File: src/hw/mct_regs.svh
// Constants of the multimode capture timer: field codes and timing counts
`ifndef MCT_REGS_SVH
`define MCT_REGS_SVH

// ----------------------------------------------------------------------
// Mode and control codes
// ----------------------------------------------------------------------
`define MCT_MODE_TIMER   2'h0
`define MCT_MODE_WINDOW  2'h1
`define MCT_MODE_PULSE   2'h2
`define MCT_MODE_PPG     2'h3
`define MCT_START_STOP   2'h0
`define MCT_START_CMD    2'h1
`define MCT_START_RISE   2'h2
`define MCT_START_FALL   2'h3
`define MCT_CLK_EXT      2'h3

// ----------------------------------------------------------------------
// Timing counts (high_freq_clock = ref_clk)
// ----------------------------------------------------------------------
`define MCT_NOISE_REJ_FC 4
`define MCT_NOISE_CYC    3'h5
`define MCT_PRE_W        12
`define MCT_TAP_FAST     3
`define MCT_TAP_MID      7
`define MCT_TAP_SLOW     11
`define MCT_TAP_LOW      3

`endif

File: src/hw/mct_pkg.sv
// Types shared by the multimode capture timer
package mct_pkg;

   typedef struct packed {
      logic [1:0] operating_mode_sel;
      logic [1:0] source_clock_sel;
      logic [1:0] start_control;
      logic       auto_capture_en;
      logic       capture_edge_sel;
      logic       trigger_stop_sel;
      logic       prescaler_tap_sel;
   } mct_ctrl_t;

   typedef enum logic [1:0] {
      MCT_IDLE = 2'b00,
      MCT_WAIT = 2'b01,
      MCT_RUN  = 2'b11,
      MCT_HOLD = 2'b10
   } mct_state_t;

endpackage

File: src/hw/mct_pin_filter.sv
// Input pin noise filter and edge detector
`timescale 1ns/1ps
`include "mct_regs.svh"

module mct_pin_filter
   import mct_pkg::*;
(
   // Clock and reset
   input  wire logic ref_clk,
   input  wire logic sys_rst,
   // Pin and mode
   input  wire logic pin_in,
   input  wire logic bypass,
   // Filtered level and edges
   output logic      level_q,
   output logic      rise_q,
   output logic      fall_q
);

   logic [2:0] stable_cnt_q;
   logic       raw_q;
   logic       new_level;

   // Level is accepted once it outlasts the noise window
   assign new_level = bypass ? raw_q :
                      ((stable_cnt_q == `MCT_NOISE_CYC) ? raw_q : level_q);

   // Count cycles the raw level has stayed unchanged
   always_ff @(posedge ref_clk) begin
      if (sys_rst) begin
         raw_q        <= 1'b0;
         stable_cnt_q <= 3'h0;
         level_q      <= 1'b0;
         rise_q       <= 1'b0;
         fall_q       <= 1'b0;
      end else begin
         raw_q <= pin_in;
         if (pin_in != raw_q)
            stable_cnt_q <= 3'h0;
         else if (stable_cnt_q != `MCT_NOISE_CYC)
            stable_cnt_q <= stable_cnt_q + 3'h1;
         level_q <= new_level;
         rise_q  <= new_level & ~level_q;
         fall_q  <= ~new_level & level_q;
      end
   end
endmodule

File: src/hw/mct_prescaler.sv
// Prescaler giving one-cycle source clock ticks
`timescale 1ns/1ps
`include "mct_regs.svh"

module mct_prescaler
   import mct_pkg::*;
(
   // Clock and reset
   input  wire logic       ref_clk,
   input  wire logic       sys_rst,
   // Selection
   input  wire logic [1:0] clk_sel,
   input  wire logic       tap_sel,
   input  wire logic       low_speed,
   input  wire logic       low_clk_tick,
   // Tick out
   output logic            tick_q
);

   logic [`MCT_PRE_W-1:0] div_q;
   logic [`MCT_PRE_W-1:0] div_d;
   logic [2:0]            low_div_q;
   logic                  low_tick;
   logic                  fast_tick;
   logic                  mid_tick;
   logic                  slow_tick;
   logic                  sel_tick;

   assign div_d     = div_q + `MCT_PRE_W'(1);
   assign fast_tick = div_d[`MCT_TAP_FAST-1:0] == '0;
   assign mid_tick  = div_d[`MCT_TAP_MID-1:0] == '0;
   assign slow_tick = div_d[`MCT_TAP_SLOW-1:0] == '0;
   assign low_tick  = low_clk_tick && (low_div_q == 3'h7);

   // Source clock selection per low-power state and tap
   assign sel_tick = low_speed ? ((clk_sel == 2'h0) & low_tick) :
                     (clk_sel == 2'h0) ? (tap_sel ? low_tick : slow_tick) :
                     (clk_sel == 2'h1) ? mid_tick :
                     (clk_sel == 2'h2) ? fast_tick : 1'b0;

   // Free-running dividers
   always_ff @(posedge ref_clk) begin
      if (sys_rst) begin
         div_q     <= '0;
         low_div_q <= 3'h0;
         tick_q    <= 1'b0;
      end else begin
         div_q <= div_d;
         if (low_clk_tick)
            low_div_q <= low_div_q + 3'h1;
         tick_q <= sel_tick;
      end
   end

endmodule

File: src/hw/mct_timer.sv
// Multimode capture timer top: counter, compare, capture and mode control
`timescale 1ns/1ps
`include "mct_regs.svh"

// Functional notes
// - Timer mode counts source ticks; match interrupts, clears, continues.
// - Auto-capture copies running count to capture register in timer/event/window.
// - Capture updates on source ticks; software waits one tick first.
// - Trigger mode holds counter until selected pin edge, then counts ticks.
// - Trigger mode match clears, halts and interrupts.
// - With stop select set, opposite edge before match clears and halts silently.
// - Halted trigger counter restarts from zero on next trigger edge.
// - With stop select clear, opposite and repeated trigger edges ignored.
// - Filter rejects pulses of four fc or less; source holds twelve.
// - Low-speed and sleep bypass the filter; pulses last a machine cycle.
// - Event mode counts selected pin edges; match clears and interrupts.
// - Event mode compares on the edge opposite to counting edge.
// - Window mode counts ticks while pin active; 10 high, 11 low.
// - Single-edge pulse mode: capture, interrupt, set counter to one on opposite edge.
// - Double-edge: capture opposite edge, capture again at trigger and clear.
// - Single-edge counter holds at one after capture until next edge.
// - Source select picks three prescaled clocks or the input pin.
// - Mode select: 00 timer group, 01 window, 10 pulse, 11 generator.
// - Start control 00 stops and clears the counter in every mode.
module mct_timer
   import mct_pkg::*;
(
   // Clock and reset
   input  wire logic        ref_clk,
   input  wire logic        sys_rst,
   // Control fields
   input  wire mct_ctrl_t   timer_control_reg,
   input  wire logic [15:0] compare_limit_reg,
   input  wire logic        low_speed_run_mode,
   input  wire logic        low_speed_sleep_mode,
   input  wire logic        low_freq_clock_tick,
   // External pin
   input  wire logic        timer_input_pin,
   // Results
   output logic [15:0]      capture_reg,
   output logic [15:0]      count_q,
   output logic             match_interrupt
);

   // ------------------------------------------------------------------
   // Declarations
   // ------------------------------------------------------------------
   mct_state_t  state_q;
   mct_state_t  state_d;
   logic [15:0] count_d;
   logic [15:0] cap_d;
   logic        irq_d;
   logic        pin_lvl;
   logic        pin_rise;
   logic        pin_fall;
   logic        src_tick;
   logic        low_speed;
   logic        stopped;
   logic        mode_timer;
   logic        mode_window;
   logic        mode_pulse;
   logic        sel_rise;
   logic        trig_edge;
   logic        opp_edge;
   logic        cnt_edge;
   logic        ext_clk;
   logic        ext_trig;
   logic        event_mode;
   logic        window_active;
   logic        at_limit;
   logic        tick_any;
   logic        auto_cap;

   // ------------------------------------------------------------------
   // Sub-blocks
   // ------------------------------------------------------------------
   assign low_speed = low_speed_run_mode | low_speed_sleep_mode;

   // Input conditioning, bypassed in low-power modes
   mct_pin_filter u_filter (
      .ref_clk (ref_clk),
      .sys_rst (sys_rst),
      .pin_in  (timer_input_pin),
      .bypass  (low_speed),
      .level_q (pin_lvl),
      .rise_q  (pin_rise),
      .fall_q  (pin_fall)
   );

   // Prescaled internal source clock
   mct_prescaler u_pre (
      .ref_clk      (ref_clk),
      .sys_rst      (sys_rst),
      .clk_sel      (timer_control_reg.source_clock_sel),
      .tap_sel      (timer_control_reg.prescaler_tap_sel),
      .low_speed    (low_speed),
      .low_clk_tick (low_freq_clock_tick),
      .tick_q       (src_tick)
   );

   // ------------------------------------------------------------------
   // Mode decode
   // ------------------------------------------------------------------
   assign stopped     = timer_control_reg.start_control == `MCT_START_STOP;
   assign mode_timer  = timer_control_reg.operating_mode_sel == `MCT_MODE_TIMER;
   assign mode_window = timer_control_reg.operating_mode_sel == `MCT_MODE_WINDOW;
   assign mode_pulse  = timer_control_reg.operating_mode_sel == `MCT_MODE_PULSE;
   assign sel_rise    = timer_control_reg.start_control == `MCT_START_RISE;
   assign ext_clk     = timer_control_reg.source_clock_sel == `MCT_CLK_EXT;
   assign trig_edge   = sel_rise ? pin_rise : pin_fall;
   assign opp_edge    = sel_rise ? pin_fall : pin_rise;
   assign event_mode  = mode_timer & ext_clk & ~stopped & 
                        (timer_control_reg.start_control != `MCT_START_CMD);
   assign ext_trig    = mode_timer & ~ext_clk & ~stopped &
                        (timer_control_reg.start_control != `MCT_START_CMD);
   assign cnt_edge    = trig_edge;
   assign window_active = sel_rise ? pin_lvl : ~pin_lvl;
   assign at_limit    = count_q == compare_limit_reg;
   assign tick_any    = ext_clk ? cnt_edge : src_tick;
   assign auto_cap    = timer_control_reg.auto_capture_en & ~mode_pulse &
                        ~stopped & ~ext_trig & (state_q == MCT_RUN) & tick_any;

   // ------------------------------------------------------------------
   // Counter and mode sequencing
   // ------------------------------------------------------------------
   always_comb begin
      state_d = state_q;
      count_d = count_q;
      cap_d   = capture_reg;
      irq_d   = 1'b0;
      if (stopped) begin
         state_d = MCT_IDLE;
         count_d = 16'h0000;
      end else begin
         case (state_q)
            MCT_IDLE: begin
               count_d = 16'h0000;
               if (mode_pulse || ext_trig)
                  state_d = MCT_WAIT;
               else if (!mode_pulse && timer_control_reg.operating_mode_sel != `MCT_MODE_PPG)
                  state_d = MCT_RUN;
            end
            MCT_WAIT: begin
               if (trig_edge) begin
                  state_d = MCT_RUN;
                  count_d = 16'h0000;
               end
            end
            MCT_RUN: begin
               if (mode_pulse) begin
                  if (opp_edge) begin
                     cap_d = count_q;
                     irq_d = 1'b1;
                     if (timer_control_reg.capture_edge_sel) begin
                        count_d = 16'h0001;
                        state_d = MCT_HOLD;
                     end
                  end else if (trig_edge && !timer_control_reg.capture_edge_sel) begin
                     cap_d   = count_q;
                     irq_d   = 1'b1;
                     count_d = 16'h0000;
                  end else if (src_tick) begin
                     count_d = count_q + 16'h0001;
                  end
               end else if (ext_trig) begin
                  if (timer_control_reg.trigger_stop_sel && opp_edge) begin
                     count_d = 16'h0000;
                     state_d = MCT_WAIT;
                  end else if (src_tick && at_limit) begin
                     count_d = 16'h0000;
                     irq_d   = 1'b1;
                     state_d = MCT_WAIT;
                  end else if (src_tick) begin
                     count_d = count_q + 16'h0001;
                  end
               end else if (event_mode) begin
                  if (opp_edge && at_limit) begin
                     count_d = 16'h0000;
                     irq_d   = 1'b1;
                  end else if (cnt_edge) begin
                     count_d = count_q + 16'h0001;
                  end
               end else if (src_tick && (!mode_window || window_active)) begin
                  if (at_limit) begin
                     count_d = 16'h0000;
                     irq_d   = 1'b1;
                  end else begin
                     count_d = count_q + 16'h0001;
                  end
               end
               if (auto_cap)
                  cap_d = count_q;
            end
            MCT_HOLD: begin
               if (trig_edge) begin
                  state_d = MCT_RUN;
               end
            end
            default: begin
               state_d = MCT_IDLE;
            end
         endcase
      end
   end

   // State registers
   always_ff @(posedge ref_clk) begin
      if (sys_rst) begin
         state_q         <= MCT_IDLE;
         count_q         <= 16'h0000;
         capture_reg     <= 16'h0000;
         match_interrupt <= 1'b0;
      end else begin
         state_q         <= state_d;
         count_q         <= count_d;
         capture_reg     <= cap_d;
         match_interrupt <= irq_d;
      end
   end
endmodule

File: config.mk
export PLATFORM = sky130hd
export DESIGN_NAME = mct_timer
export DESIGN_NICKNAME = d
export VERILOG_FILES = /design/src/hw/mct_pkg.sv /design/src/hw/mct_pin_filter.sv /design/src/hw/mct_prescaler.sv /design/src/hw/mct_timer.sv
export VERILOG_INCLUDE_DIRS = /design/src /design/src/hw
export SDC_FILE = /design/constraint.sdc
export NUM_CORES = 1
export LEC_CHECK = 0
export ABC_AREA = 1
export BUFFER_PORTS_ARGS = -buffer_cell sky130_fd_sc_hd__buf_2
export CAP_MARGIN = 20
export CORE_UTILIZATION = 40
export DETAILED_ROUTE_END_ITERATION = 10
export HOLD_SLACK_MARGIN = 0.15
export PLACE_DENSITY = 0.7
export REMOVE_ABC_BUFFERS = 1
export SLEW_MARGIN = 20
export SYNTH_ARGS = -nofsm -noshare
export SYNTH_HDL_FRONTEND = slang
export SYNTH_HIERARCHICAL = 1
export SYNTH_SLANG_ARGS = --single-unit
File: constraint.sdc
create_clock -name ref_clk -period 4.5 [get_ports ref_clk]
set_input_delay 0.225 -clock ref_clk [delete_from_list [all_inputs] [get_ports ref_clk]]
set_output_delay 0.225 -clock ref_clk [all_outputs]
set_load 0.02 [all_outputs]
==> impl_results.md, run 1 <==
- Result of the run: finished, final reports clean
- Worst Path Max Fanout: 23
- Top FF cell, synth: dfxtp_1
- WHS: 174 ps
- Share of total power in combinational logic: 0.418
- Leak: 2.28 nW
- Clock input transition at the sequential cells of the worst setup and hold paths: 70 ps
- Count of flip-flops with a built-in enable after synthesis: 0
- Slowest cell on the critical path: dfxtp_1
- Count of input and output buffers: 64
- Largest net degree at the start of global routing: 34
- Worst clock skew: just under 9 ps
- Per-cell routed wire length: roughly 12 um
- Chip Width: 103 um
- Proportion of synthesized flip-flops having asynchronous set or reset: 0
- Global-route wire length before repair: 17000 um
- Part of the total power dissipated in sequential elements: 0.302
- Path category of the worst min-delay check: in2reg
- Mean Syn Cell Area: 5.94 um2
- Clock group share of total power: 0.279
- Final wirelength: 10300 um
- Maximum VDD drop: around 0.24 mV
- Post-route ant nets: 0
- Initial standard-cell utilization of the core: 0.413
- Deepest level of the CTS H-tree: 3
- Count of clock tree sinks: 57
- Count of TritonRoute iterations in the first routing pass: 5
- Type of element capturing the critical path: flop
- Number of nets in the final layout: between 700 and 800
- Number of antenna cells inserted: 0
- Sequential Area: about 0.0011 mm2
- Final core utilization: 0.484
- Critical path class: reg2reg
- RSZ-0062 raised after global routing: no
- Worst path bufs/invs: 1
- Placed cell count: around 860
- Final Hold Vio Count: 0
- Share of the yosys chip area belonging to registers: 0.281
- Via count of the first global-routing pass: 3780
- Worst-case clock buffer depth: 2
- Layout Cells excl Fill: slightly below 900
- Final worst path period need: 2540 ps
- Count of state elements after synthesis: 57
- Most common cell after layout, fill and taps aside: nand2_1
- Antenna violations before repair: 0
- Critical Path Max Stage Delay: 590 ps
- Launch instance of the worst register-to-register path: count_q[9]
- Post-CTS setup-driven buffer insertion count: 0
- PnR worst setup slack: 1960 ps
- Remaining global-route overflow: 0
- Transition time at the pin with the least slew margin: 1090 ps
- Startpoint of the worst setup timing path: count_q[9]
- Violation count after the first detailed-routing iteration: 193
- Total stage count of the critical path: 13
- Crit start category: flop
- DR vias/cell: 4.94
- Proportion of layout cells with a drive suffix above 1: 0.163
- End point of the critical path: count_q[10]
- Number of max-slew violations in the final report: 0
- Die Outline Area: 0.0106 mm2
- Gate Count Post-Synth: approximately 680
- Post-Route Setup TNS: 0 ps
- Share of the cycle needed by the critical path after routing: 0.565
- Height of the die: roughly 100 um
- Worst-case reg-to-reg path depth: 13
- Power density of the placed cells: 477 mW/mm2
- Internal power: 0.00132 W
- Layout area overhead: 17.0%
- Relative slew slack: 0.270
- Vias post-DR: between 4000 and 5000
- Critical path cell sequence: inv_2 -> nand2_1 -> nand2_1 -> nor2_1 -> nand2_1 -> nor2_2 -> nand3_2 -> nand2_2 -> nand2_4 -> a21boi_4 -> o21ai_0 -> nor2_1 -> nor2_1
- Required time of the critical path: roughly 4700 ps
- Final Setup Violations: 0
- Synth warn: 6
- Endpoint of the worst-slack reg-to-reg timing path: count_q[10]
- Residual DRC: 0
- Number of fill cells in the layout: ~1100
- Area occupied by multi-input gates: 0.00252 mm2
- Placeable Area: 0.00982 mm2
- GRT Overall Usage: 0.205
- Worst-case setup slack after placement: 1980 ps
- HPWL reported at the end of detailed placement: between 7000 and 8000 um
- Number of rows created at floorplan: 36
- Clock Root Buffer: clkbuf_8
- Upper clock frequency limit: 393 MHz
- # IOs: 65
- Number of distinct library cells after synthesis: 37
- Arrival @ worst endpoint: 2780 ps
- Cell Area, Synth: 0.00406 mm2
- Num CTS Buffers: 9
- Clk_lat worst skew: about 340 ps
- Top delay family on crit path: simple AND/OR/NAND/NOR gates
- Count of hold buffers inserted by post-cts repair: 1
- Switching share of power: 0.418
- Most frequent cells in the layout: nand2_1 (208), nor2_1 (112), inv_1 (72)
- Worst-case register-to-register setup slack: 1960 ps
- Max_cap viols: 0
- TritonCTS clock tree: done
- Sw power: 0.000947 W
- Routability congestion estimate from global placement: 0.841
- Number of cells upsized or downsized after cts: 0
==> layer usage <==
| layer | up-vias | routed length, um | share of wire | GRT usage |
|---|---|---|---|---|
| met2 | 99 | 4600 | 0.45 | 0.334 |
| li1 | 2270 | - | - | - |
| met1 | 1973 | 5020 | 0.49 | 0.270 |
| met5 | - | 0 | 0 | 0 |
| met4 | 0 | 124 | 0.012 | 0.0715 |
| met3 | 12 | 556 | 0.054 | 0.0434 |
==> kinds of logic (layout without fill, tap and decap cells) <==
logic type | count (synthesis) | in the layout | synth area share
buf+inv | 101 | 166 | 0.101
flops | 57 | 57 | 0.281
fa+ha+maj | 11 | 11 | 0.0339
compound gates | 95 | 95 | 0.133
simple gates | 402 | 402 | 0.414
xor+xnor | 17 | 17 | 0.0367
==> worst min path at each step <==
| stage | end | startpoint | cells past startpoint | slack, ps |
|---|---|---|---|---|
| global route | u_pre/low_div_q[1] | low_freq_clock_tick | 3 | 170 |
| floorplan | u_pre/tick_q | sys_rst | 1 | 290 |
| global placement | u_pre/low_div_q[1] | u_pre/low_div_q[1] | 2 | 450 |
| CTS | u_pre/low_div_q[1] | low_freq_clock_tick | 3 | 160 |
| finish | u_pre/low_div_q[1] | low_freq_clock_tick | 3 | 170 |
| detailed placement | capture_reg[12] | capture_reg[12] | 2 | 460 |
==> power groups by stage <==
stage / Combinational [W] / Clock (W) / Sequential, W
5_1_grt: 0.00108 / 0.000670 / 0.000700
3_5_place_dp: 0.000943 / 0 / 0.000696
6_report: 0.000947 / 0.000633 / 0.000685
4_1_cts: 0.000948 / 0.000649 / 0.000684
3_3_place_gp: 0.000923 / 0 / 0.000692
2_1_floorplan: 0.000649 / 0 / 0.000732
==> layout make-up <==
| cell class | count | share of cell area |
|---|---|---|
| flip-flops and latches | 57 | 0.240 |
| well taps | 133 | 0.0350 |
| clock buffers | 12 | 0.0348 |
| multi-input cells | 525 | 0.530 |
| repair buffers | 68 | 0.0743 |
| clock inverters | 4 | 0.0205 |
| inverters | 82 | 0.0648 |
==> tightest hold or removal path, stage by stage <==
cell and delay (ps):
buf_2 130, nand2_1 60, a21oi_1 50
==> stage by stage <==
step           cell area [um2]  total power [W]
2_1_floorplan             3960          0.00138
3_3_place_gp              4470          0.00162
3_5_place_dp              4480          0.00164
4_1_cts                   4750          0.00228
5_1_grt                   4750          0.00245
6_report                  4750          0.00227
==> Yosys cell counts (3+ instances only) <==
cell | number | share of area
nand4_1 | 4 | 0.0062
nand3b_1 | 5 | 0.0092
xor2_1 | 15 | 0.032
nand2_2 | 9 | 0.014
o21ai_1 | 15 | 0.018
o21ai_0 | 25 | 0.031
a21oi_1 | 38 | 0.047
dfxtp_1 | 57 | 0.28
nor2_2 | 3 | 0.0046
nor3_1 | 7 | 0.0086
nand2_1 | 208 | 0.19
buf_4 | 4 | 0.0074
inv_1 | 72 | 0.067
nor2_1 | 113 | 0.10
a21oi_2 | 3 | 0.0065
nand3_1 | 43 | 0.053
inv_2 | 9 | 0.0083
clkbuf_1 | 10 | 0.0092
ha_1 | 11 | 0.034
o21ai_2 | 4 | 0.0086
o211ai_1 | 5 | 0.0092
(Power assumes the default switching activity.)
==> inputs of run 2 (changes only) <==
- ABC_AREA: 1 -> 0
- PLACE_DENSITY: 0.7 -> 0.73
- clock period: 4.5 -> 2.2 ns (I/O delays scaled with it)
==> run 2 against run 1 <==
  * The run now ends with setup timing left
  * Synthesized cell count shrank 36%
  * Fmax grew 8.0%
  * Largest cell class unchanged
  * Combinational power grew 12%
  * First-iteration DRC count grew 34%
  * Wire length grew 6.2%
  * Critical path depth shrank 3
  * Final cell count shrank 24%
==> impl_results.md, run 2 <==
- Result of the run: finished with violations
- Violated checks: setup timing
- Arrival @ worst endpoint: 2600 ps (-180 ps)
- Sum of routed wire segments on met1: 4480 um (-11%)
- Per-cell routed wire length: 16.3 um (+40%)
- Count of input and output buffers: 64 (unchanged)
- Layout Cell Area excl Fill: 0.00498 mm2 (+4.8%)
- Vias post-DR: 3771 (-13%)
- Share of the cycle needed by the critical path after routing: 1.07 (+0.506)
- Power density of the placed cells: 661 mW/mm2 (+39%)
- Most numerous cell types in the synthesized netlist: dfxtp_1 (57), nor2_1 (53), xor2_1 (26), nand2_1 (25), a21oi_1 (24)
- Via count of the first global-routing pass: 3716 (-1.7%)
- Cell Area, Synth: 0.00364 mm2 (-10%)
- Routability congestion estimate from global placement: 0.951 (+13%)
- Switching share of power: 0.309 (-0.109)
- Clk_lat worst skew: 350 ps (about the same)
- Number of distinct library cells after synthesis: 74 (+100%)
- Worst-case register-to-register setup slack: -160 ps (-2110 ps)
- Worst-case clock buffer depth: 2 (unchanged)
- Sum of met2 wire segment lengths after detailed routing: 5390 um (+17%)
- Synth top area share: 0.314 (+0.0327)
- Num CTS Buffers: 9 (unchanged)
- Final wirelength: 10900 um (+6.2%)
- Endpoint of the worst-slack reg-to-reg timing path: count_q[2]
- Maximum VDD drop: 0.371 mV (+53%)
- Worst-case setup slack after placement: -272 ps (-2250 ps)
- Mean Syn Cell Area: 8.38 um2 (+41%)
- Most common cell after layout, fill and taps aside: buf_2
- Antenna violations before repair: 0 (unchanged)
- Cell area after placement: 0.00444 mm2 (-0.89%)
- Worst-case reg-to-reg path depth: 10 (-3)
- Crit start category: flop
- Path category of the worst min-delay check: in2reg
- Final Hold Vio Count: 0 (unchanged)
- Wire length on met3: 758 um (+36%)
- Final Setup Violations: 18 (+18)
- Most frequent cells in the layout: buf_2 (64), buf_4 (61), dfxtp_1 (54)
- Type of element capturing the critical path: flop
- Proportion of synthesized flip-flops having asynchronous set or reset: 0 (unchanged)
- Initial standard-cell utilization of the core: 0.415 (+0.00157)
- Count of TritonRoute iterations in the first routing pass: 5 (unchanged)
- Global-route wire length before repair: 17600 um (+3.4%)
- Post-Route Setup TNS: -1480 ps (-1480 ps)
- Number of fill cells in the layout: 788 (-25%)
- Largest cells by area after synthesis: dfxtp_1 (31%), xor2_1 (6.3%), mux2i_1 (6.1%), nor2_1 (5.5%), ha_1 (3.8%)
- Count of clock tree sinks: 57 (unchanged)
- Beginning of the worst hold path: sys_rst
- Upper clock frequency limit: 424 MHz (+8.0%)
- Part of the total power dissipated in sequential elements: 0.332 (+0.030)
- Remaining global-route overflow: 0 (unchanged)
- Relative slew slack: 0.625 (+0.355)
- Max_cap viols: 0 (unchanged)
- Critical path cell sequence: xor2_1 -> nor4_2 -> buf_4 -> nand4_4 -> a2111oi_4 -> buf_4 -> o21ai_4 -> buf_6 -> nand2b_1 -> a21oi_1
- TritonCTS clock tree: done
- Critical path class: reg2reg
- RSZ-0062 raised after global routing: yes
- Share of total power in combinational logic: 0.323 (-0.095)
- GRT Overall Usage: 0.233 (+0.0272)
- Clock group share of total power: 0.345 (+0.066)
- DR vias/cell: 5.64 (+14%)
- Hold-critical path endpoint: capture_reg[14]
- Height of the die: 97.4 um (-5.3%)
- Leak: 2.10 nW (-7.9%)
- Worst clock skew: 11.9 ps (+3.19 ps)
- Design Power: 0.00329 W (+45%)
- Layout area overhead: 36.8%
- Most common cell on crit path: buf_4
- Count of flip-flops with a built-in enable after synthesis: 0 (unchanged)
- Number of rows created at floorplan: 34 (-5.6%)
- Top FF cell, synth: dfxtp_1
- Worst Path Max Fanout: 5 (-78%)
- Largest net degree at the start of global routing: 25 (-26%)
- Residual DRC: 0 (unchanged)
- Top cell type by total area after synthesis: dfxtp_1
- Critical Path Max Stage Delay: 340 ps (-250 ps)
- Count of state elements after synthesis: 57 (unchanged)
- Final worst path period need: 2360 ps (-188 ps)
- Highest metal layer with signal wires: met4
- Synth warn: 6 (unchanged)
- Most frequently used cell type in the post-synthesis netlist: dfxtp_1
- Hold depth: 2 (-1)
- Gate Count Post-Synth: 434 (-36%)
- Launch instance of the worst register-to-register path: count_q[0]
- Number of nets in the final layout: 599 (-24%)
- Violation count after the first detailed-routing iteration: 258 (+34%)
- Die Outline Area: 0.00948 mm2 (-10%)
- Clock input transition at the sequential cells of the worst setup and hold paths: 70 ps (about the same)
- Transition time at the pin with the least slew margin: 547 ps (-544 ps)
- # IOs: 65 (unchanged)
- Post-route ant nets: 0 (unchanged)
- Chip Width: 97.4 um (-5.3%)
- Share of the yosys chip area belonging to registers: 0.314 (+0.0327)
- Clock Root Buffer: clkbuf_8
- HPWL reported at the end of detailed placement: 7600 um (+1.3%)
- Slowest cell on the critical path: dfxtp_2
- Deepest level of the CTS H-tree: 3 (unchanged)
- Required time of the critical path: 2450 ps (-2280 ps)
- Number of antenna cells inserted: 0 (unchanged)
- Placeable Area: 0.00876 mm2 (-11%)
- Proportion of layout cells with a drive suffix above 1: 0.358 (+0.195)
- Sw power: 0.00102 W (+7.6%)
- Number of max-slew violations in the final report: 0 (unchanged)
- Internal power: 0.00227 W (+72%)
- PnR worst setup slack: -156 ps (-2110 ps)
-- run 2: changes by cell type after synthesis, sizes merged, moves of 8 or more --
cell / before / now
nand2: 218 / 25
inv: 81 / 12
nor2: 118 / 54
nand3: 45 / 21
mux2i: 0 / 22
o21ai: 44 / 26
a21oi: 41 / 25
xor2: 15 / 26
nor2b: 0 / 8
-- run 2: routing by layer --
metal  vias to the layer above  global-route usage
li1                       1817                   -
met1                      1740               0.275
met2                       178               0.405
met3                        36              0.0525
met4                         0              0.0973
met5                         -                   0
-- run 2: repair_timing --
item                       CTS  global route
gates resized for setup     22            24
hold endpoints to repair     5             0
pin swaps                   11             6
hold buffers                 5             0
setup endpoints to repair   18            27
setup buffers                3             2
gates cloned                 1             0
-- run 2: final cells by class --
class	instances	area, um2	share of cell area
multi-input combinational	339	2520	0.507
sequential	57	1140	0.230
timing repair buffer	136	896	0.180
clock buffer	11	151	0.0304
tap	108	135	0.0272
clock inverter	5	77.6	0.0156
inverter	13	48.8	0.00981
-- run 2: worst max-delay path by stage --
stage / cells after the start / slack (ps) / endpoint / from
6_report: 10 / -160 / count_q[2] / count_q[0]
5_1_grt: 9 / -230 / state_q[1] / count_q[0]
4_1_cts: 8 / -120 / state_q[1] / count_q[12]
3_5_place_dp: 9 / -270 / count_q[15] / count_q[5]
3_3_place_gp: 9 / -210 / count_q[7] / count_q[5]
2_1_floorplan: 7 / -940 / capture_reg[0] / u_filter/fall_q
-- run 2: cell families after synthesis --
family	count (synthesis)	share of synthesized area
compound gates	107	0.206
xor+xnor	32	0.0771
fa+ha+maj	11	0.0378
buf+inv	39	0.0482
flops	57	0.314
mux	23	0.0636
simple gates	165	0.254
-- run 2: worst max-delay path, delay by kind of cell, from the launching register on --
| family | cells | cell delay, ps |
|---|---|---|
| AO/OA/AOI/OAI | 3 | 630 |
| AND/OR/NAND/NOR | 3 | 570 |
| buffers and inverters | 3 | 530 |
| flip-flops | 1 | 340 |
| XOR/XNOR | 1 | 170 |
-- run 2: power by group through the flow --
stage               registers (W)  logic (W)  clock network (W)
CTS                       0.00109   0.000925            0.00115
floorplan                 0.00112   0.000412                  0
finish                    0.00109    0.00106            0.00114
global route              0.00110    0.00115            0.00119
global placement          0.00111   0.000733                  0
detailed placement        0.00111   0.000753                  0
-- run 2: per-stage QoR --
| stage | util | instances | hold WS, ps |
|---|---|---|---|
| 2_1_floorplan | - | 408 | 177 |
| 3_3_place_gp | 0.506 | 642 | 351 |
| 3_5_place_dp | 0.506 | 642 | 370 |
| 4_1_cts | 0.553 | 667 | 172 |
| 5_1_grt | 0.568 | 669 | 190 |
| 6_report | 0.568 | 669 | 169 |
==> inputs of run 3 (changes only) <==
- PLACE_DENSITY: 0.73 -> 0.7
- clock period: 2.2 -> 2.4 ns (I/O delays scaled with it)
==> run 3 against run 2 <==
  * The flow now finishes without violations
  * Via count down 1.5%
  * Sequential share of layout area up 1.2 points
  * Hold slack worse by 11 ps
  * Die area unchanged
  * Worst setup slack better by 180 ps
  * Register-to-register slack better by 180 ps
  * Wire length down 0.47%
  * Combinational power down 23%
  * Largest cell class unchanged
==> impl_results.md, run 3 (same netlist as run 2, synthesis figures left out) <==
- Result of the run: finished, final reports clean
- Deepest level of the CTS H-tree: 3 (unchanged)
- Most common cell after layout, fill and taps aside: buf_2
- Final wirelength: 10900 um (-0.47%)
- Upper clock frequency limit: 420 MHz (-1.0%)
- Antenna violations before repair: 0 (unchanged)
- Residual DRC: 0 (unchanged)
- Worst clock skew: 14.2 ps (+2.26 ps)
- Power density of the placed cells: 632 mW/mm2 (-4.5%)
- Final Hold Vio Count: 0 (unchanged)
- Critical path class: reg2reg
- Most frequent cells in the layout: buf_2 (64), dfxtp_1 (54), nor2_1 (53)
- Number of nets in the final layout: 576 (-3.8%)
- Remaining global-route overflow: 0 (unchanged)
- Layout area overhead: 29.9%
- Arrival @ worst endpoint: 2600 ps (about the same)
- End point of the critical path: count_q[2]
- Transition time at the pin with the least slew margin: 467 ps (-79.8 ps)
- Clk_lat worst skew: 350 ps (about the same)
- TritonCTS clock tree: done
- Type of element capturing the critical path: flop
- WHS: 158 ps (-11.5 ps)
- Violation count after the first detailed-routing iteration: 297 (+15%)
- Number of antenna cells inserted: 0 (unchanged)
- Cell area after placement: 0.00429 mm2 (-3.2%)
- Global-route wire length before repair: 17400 um (-1.4%)
- Largest net degree at the start of global routing: 28 (+12%)
- DR vias/cell: 5.75 (+2.0%)
- Clock Root Buffer: clkbuf_8
- Launch instance of the worst register-to-register path: count_q[9]
- Height of the die: 97.4 um (unchanged)
- Path category of the worst min-delay check: in2reg
- HPWL reported at the end of detailed placement: 7610 um (about the same)
- Count of clock tree sinks: 57 (unchanged)
- Design Power: 0.00299 W (-9.3%)
- Critical path cell sequence: xor2_1 -> nor4_2 -> nand4_2 -> a2111oi_4 -> o21ai_4 -> buf_6 -> buf_4 -> o21ai_0 -> a21oi_2
- Per-cell routed wire length: 16.8 um (+3.1%)
- Slowest cell on the critical path: a2111oi_4
- Routability congestion estimate from global placement: 0.917 (-3.5%)
- Die Outline Area: 0.00948 mm2 (unchanged)
- # IOs: 65 (unchanged)
- Relative slew slack: 0.680 (+0.0548)
- Max_cap viols: 0 (unchanged)
- Worst-case register-to-register setup slack: 20 ps (+180 ps)
- Final Setup Violations: 0 (-18)
- Num CTS Buffers: 9 (unchanged)
- Proportion of layout cells with a drive suffix above 1: 0.322 (-0.0367)
- Count of TritonRoute iterations in the first routing pass: 5 (unchanged)
- Chip Width: 97.4 um (unchanged)
- Placeable Area: 0.00876 mm2 (unchanged)
- Worst-case clock buffer depth: 2 (unchanged)
- Hold depth: 2 (unchanged)
- GRT Overall Usage: 0.227 (-0.00587)
- Share of the cycle needed by the critical path after routing: 0.992 (-0.0793)
- Count of input and output buffers: 64 (unchanged)
- Clock input transition at the sequential cells of the worst setup and hold paths: 80 ps (about the same)
- Vias post-DR: 3713 (-1.5%)
- Number of rows created at floorplan: 34 (unchanged)
- Critical Path Max Stage Delay: 400 ps (+60 ps)
- Initial standard-cell utilization of the core: 0.415 (unchanged)
- Worst-case reg-to-reg path depth: 9 (-1)
- Leak: 1.98 nW (-5.9%)
- Crit start category: flop
- Final worst path period need: 2380 ps (+23.9 ps)
- Startpoint of the worst setup timing path: count_q[9]
- Maximum VDD drop: 0.387 mV (+4.3%)
- Endpoint of the worst-slack reg-to-reg timing path: count_q[2]
- Required time of the critical path: 2620 ps (+170 ps)
- Worst Path Max Fanout: 7 (+2)
- Post-route ant nets: 0 (unchanged)
- Number of max-slew violations in the final report: 0 (unchanged)
- Layout Cell Area excl Fill: 0.00473 mm2 (-5.0%)
- Via count of the first global-routing pass: 3549 (-4.5%)
-- run 3: changes by cell type in the layout (fill, tap and decap cells not counted), sizes merged --
cell         previous run  this run
clkinv                  3         2
bufinv                  2         3
o21ai                  27        26
dlygate4sd3             5         4
clkbuf                 11        12
buf                   131       110
clkinvlp                1         0
-- run 3: repair_timing --
| action | CTS | global route |
|---|---|---|
| gates resized for setup | 2 | 28 |
| endpoints found under the setup margin | 16 | 14 |
| setup buffers | 1 | 2 |
| hold endpoints to repair | 5 | 0 |
| pin swaps | 3 | 13 |
| hold buffers | 4 | 0 |
-- run 3: metal layers --
| metal | vias up | GRT usage | routed length [um] |
|---|---|---|---|
| li1 | 1762 | - | - |
| met1 | 1757 | 0.283 | 4670 |
| met2 | 164 | 0.371 | 5200 |
| met3 | 30 | 0.0475 | 668 |
| met4 | 0 | 0.111 | 339 |
| met5 | - | 0 | 0 |
-- run 3: final cells by class --
class | count | area, um2
Timing Repair Buffer | 114 | 713
Clock inverter | 4 | 98.8
Tap cell | 108 | 135
Multi-Input combinational cell | 338 | 2430
Clock buffer | 12 | 155
Fill cell | 805 | 4040
Sequential cell | 57 | 1140
Inverter | 13 | 48.8
-- run 3: power breakdown --
part | total [W] | internal (W) | leakage, nW | switching (W)
registers | 0.00101 | 0.000975 | 0.462 | 0.0000314
clock network | 0.00117 | 0.000749 | 0.127 | 0.000418
logic | 0.000812 | 0.000363 | 1.39 | 0.000448
-- run 3: worst min-delay path by stage --
stage	to	startpoint	slack, ps
6_report	capture_reg[3]	sys_rst	160
5_1_grt	capture_reg[3]	sys_rst	150
3_5_place_dp	u_filter/raw_q	timer_input_pin	370
2_1_floorplan	u_pre/div_q[0]	sys_rst	190
4_1_cts	capture_reg[3]	sys_rst	150
3_3_place_gp	u_filter/raw_q	timer_input_pin	360
-- run 3: stage by stage --
| stage | setup slack (ps) | util | cells | TNS, ps |
|---|---|---|---|---|
| after global routing | -23.5 | 0.539 | 646 | -71.0 |
| after detailed placement | -194 | 0.490 | 623 | -1750 |
| after CTS | 21.1 | 0.526 | 644 | 0 |
| final | 19.9 | 0.539 | 646 | 0 |
| after floorplan | -737 | - | 408 | -12580 |
| after global placement | -119 | 0.490 | 623 | -1320 |
-- run 3: worst max-delay path: cells and delay by family (launching register included) --
family | cells | cell delay [ps]
AO/OA/AOI/OAI | 4 | 900
XOR/XNOR | 1 | 170
flip-flops | 1 | 320
buffers and inverters | 2 | 310
AND/OR/NAND/NOR | 2 | 560
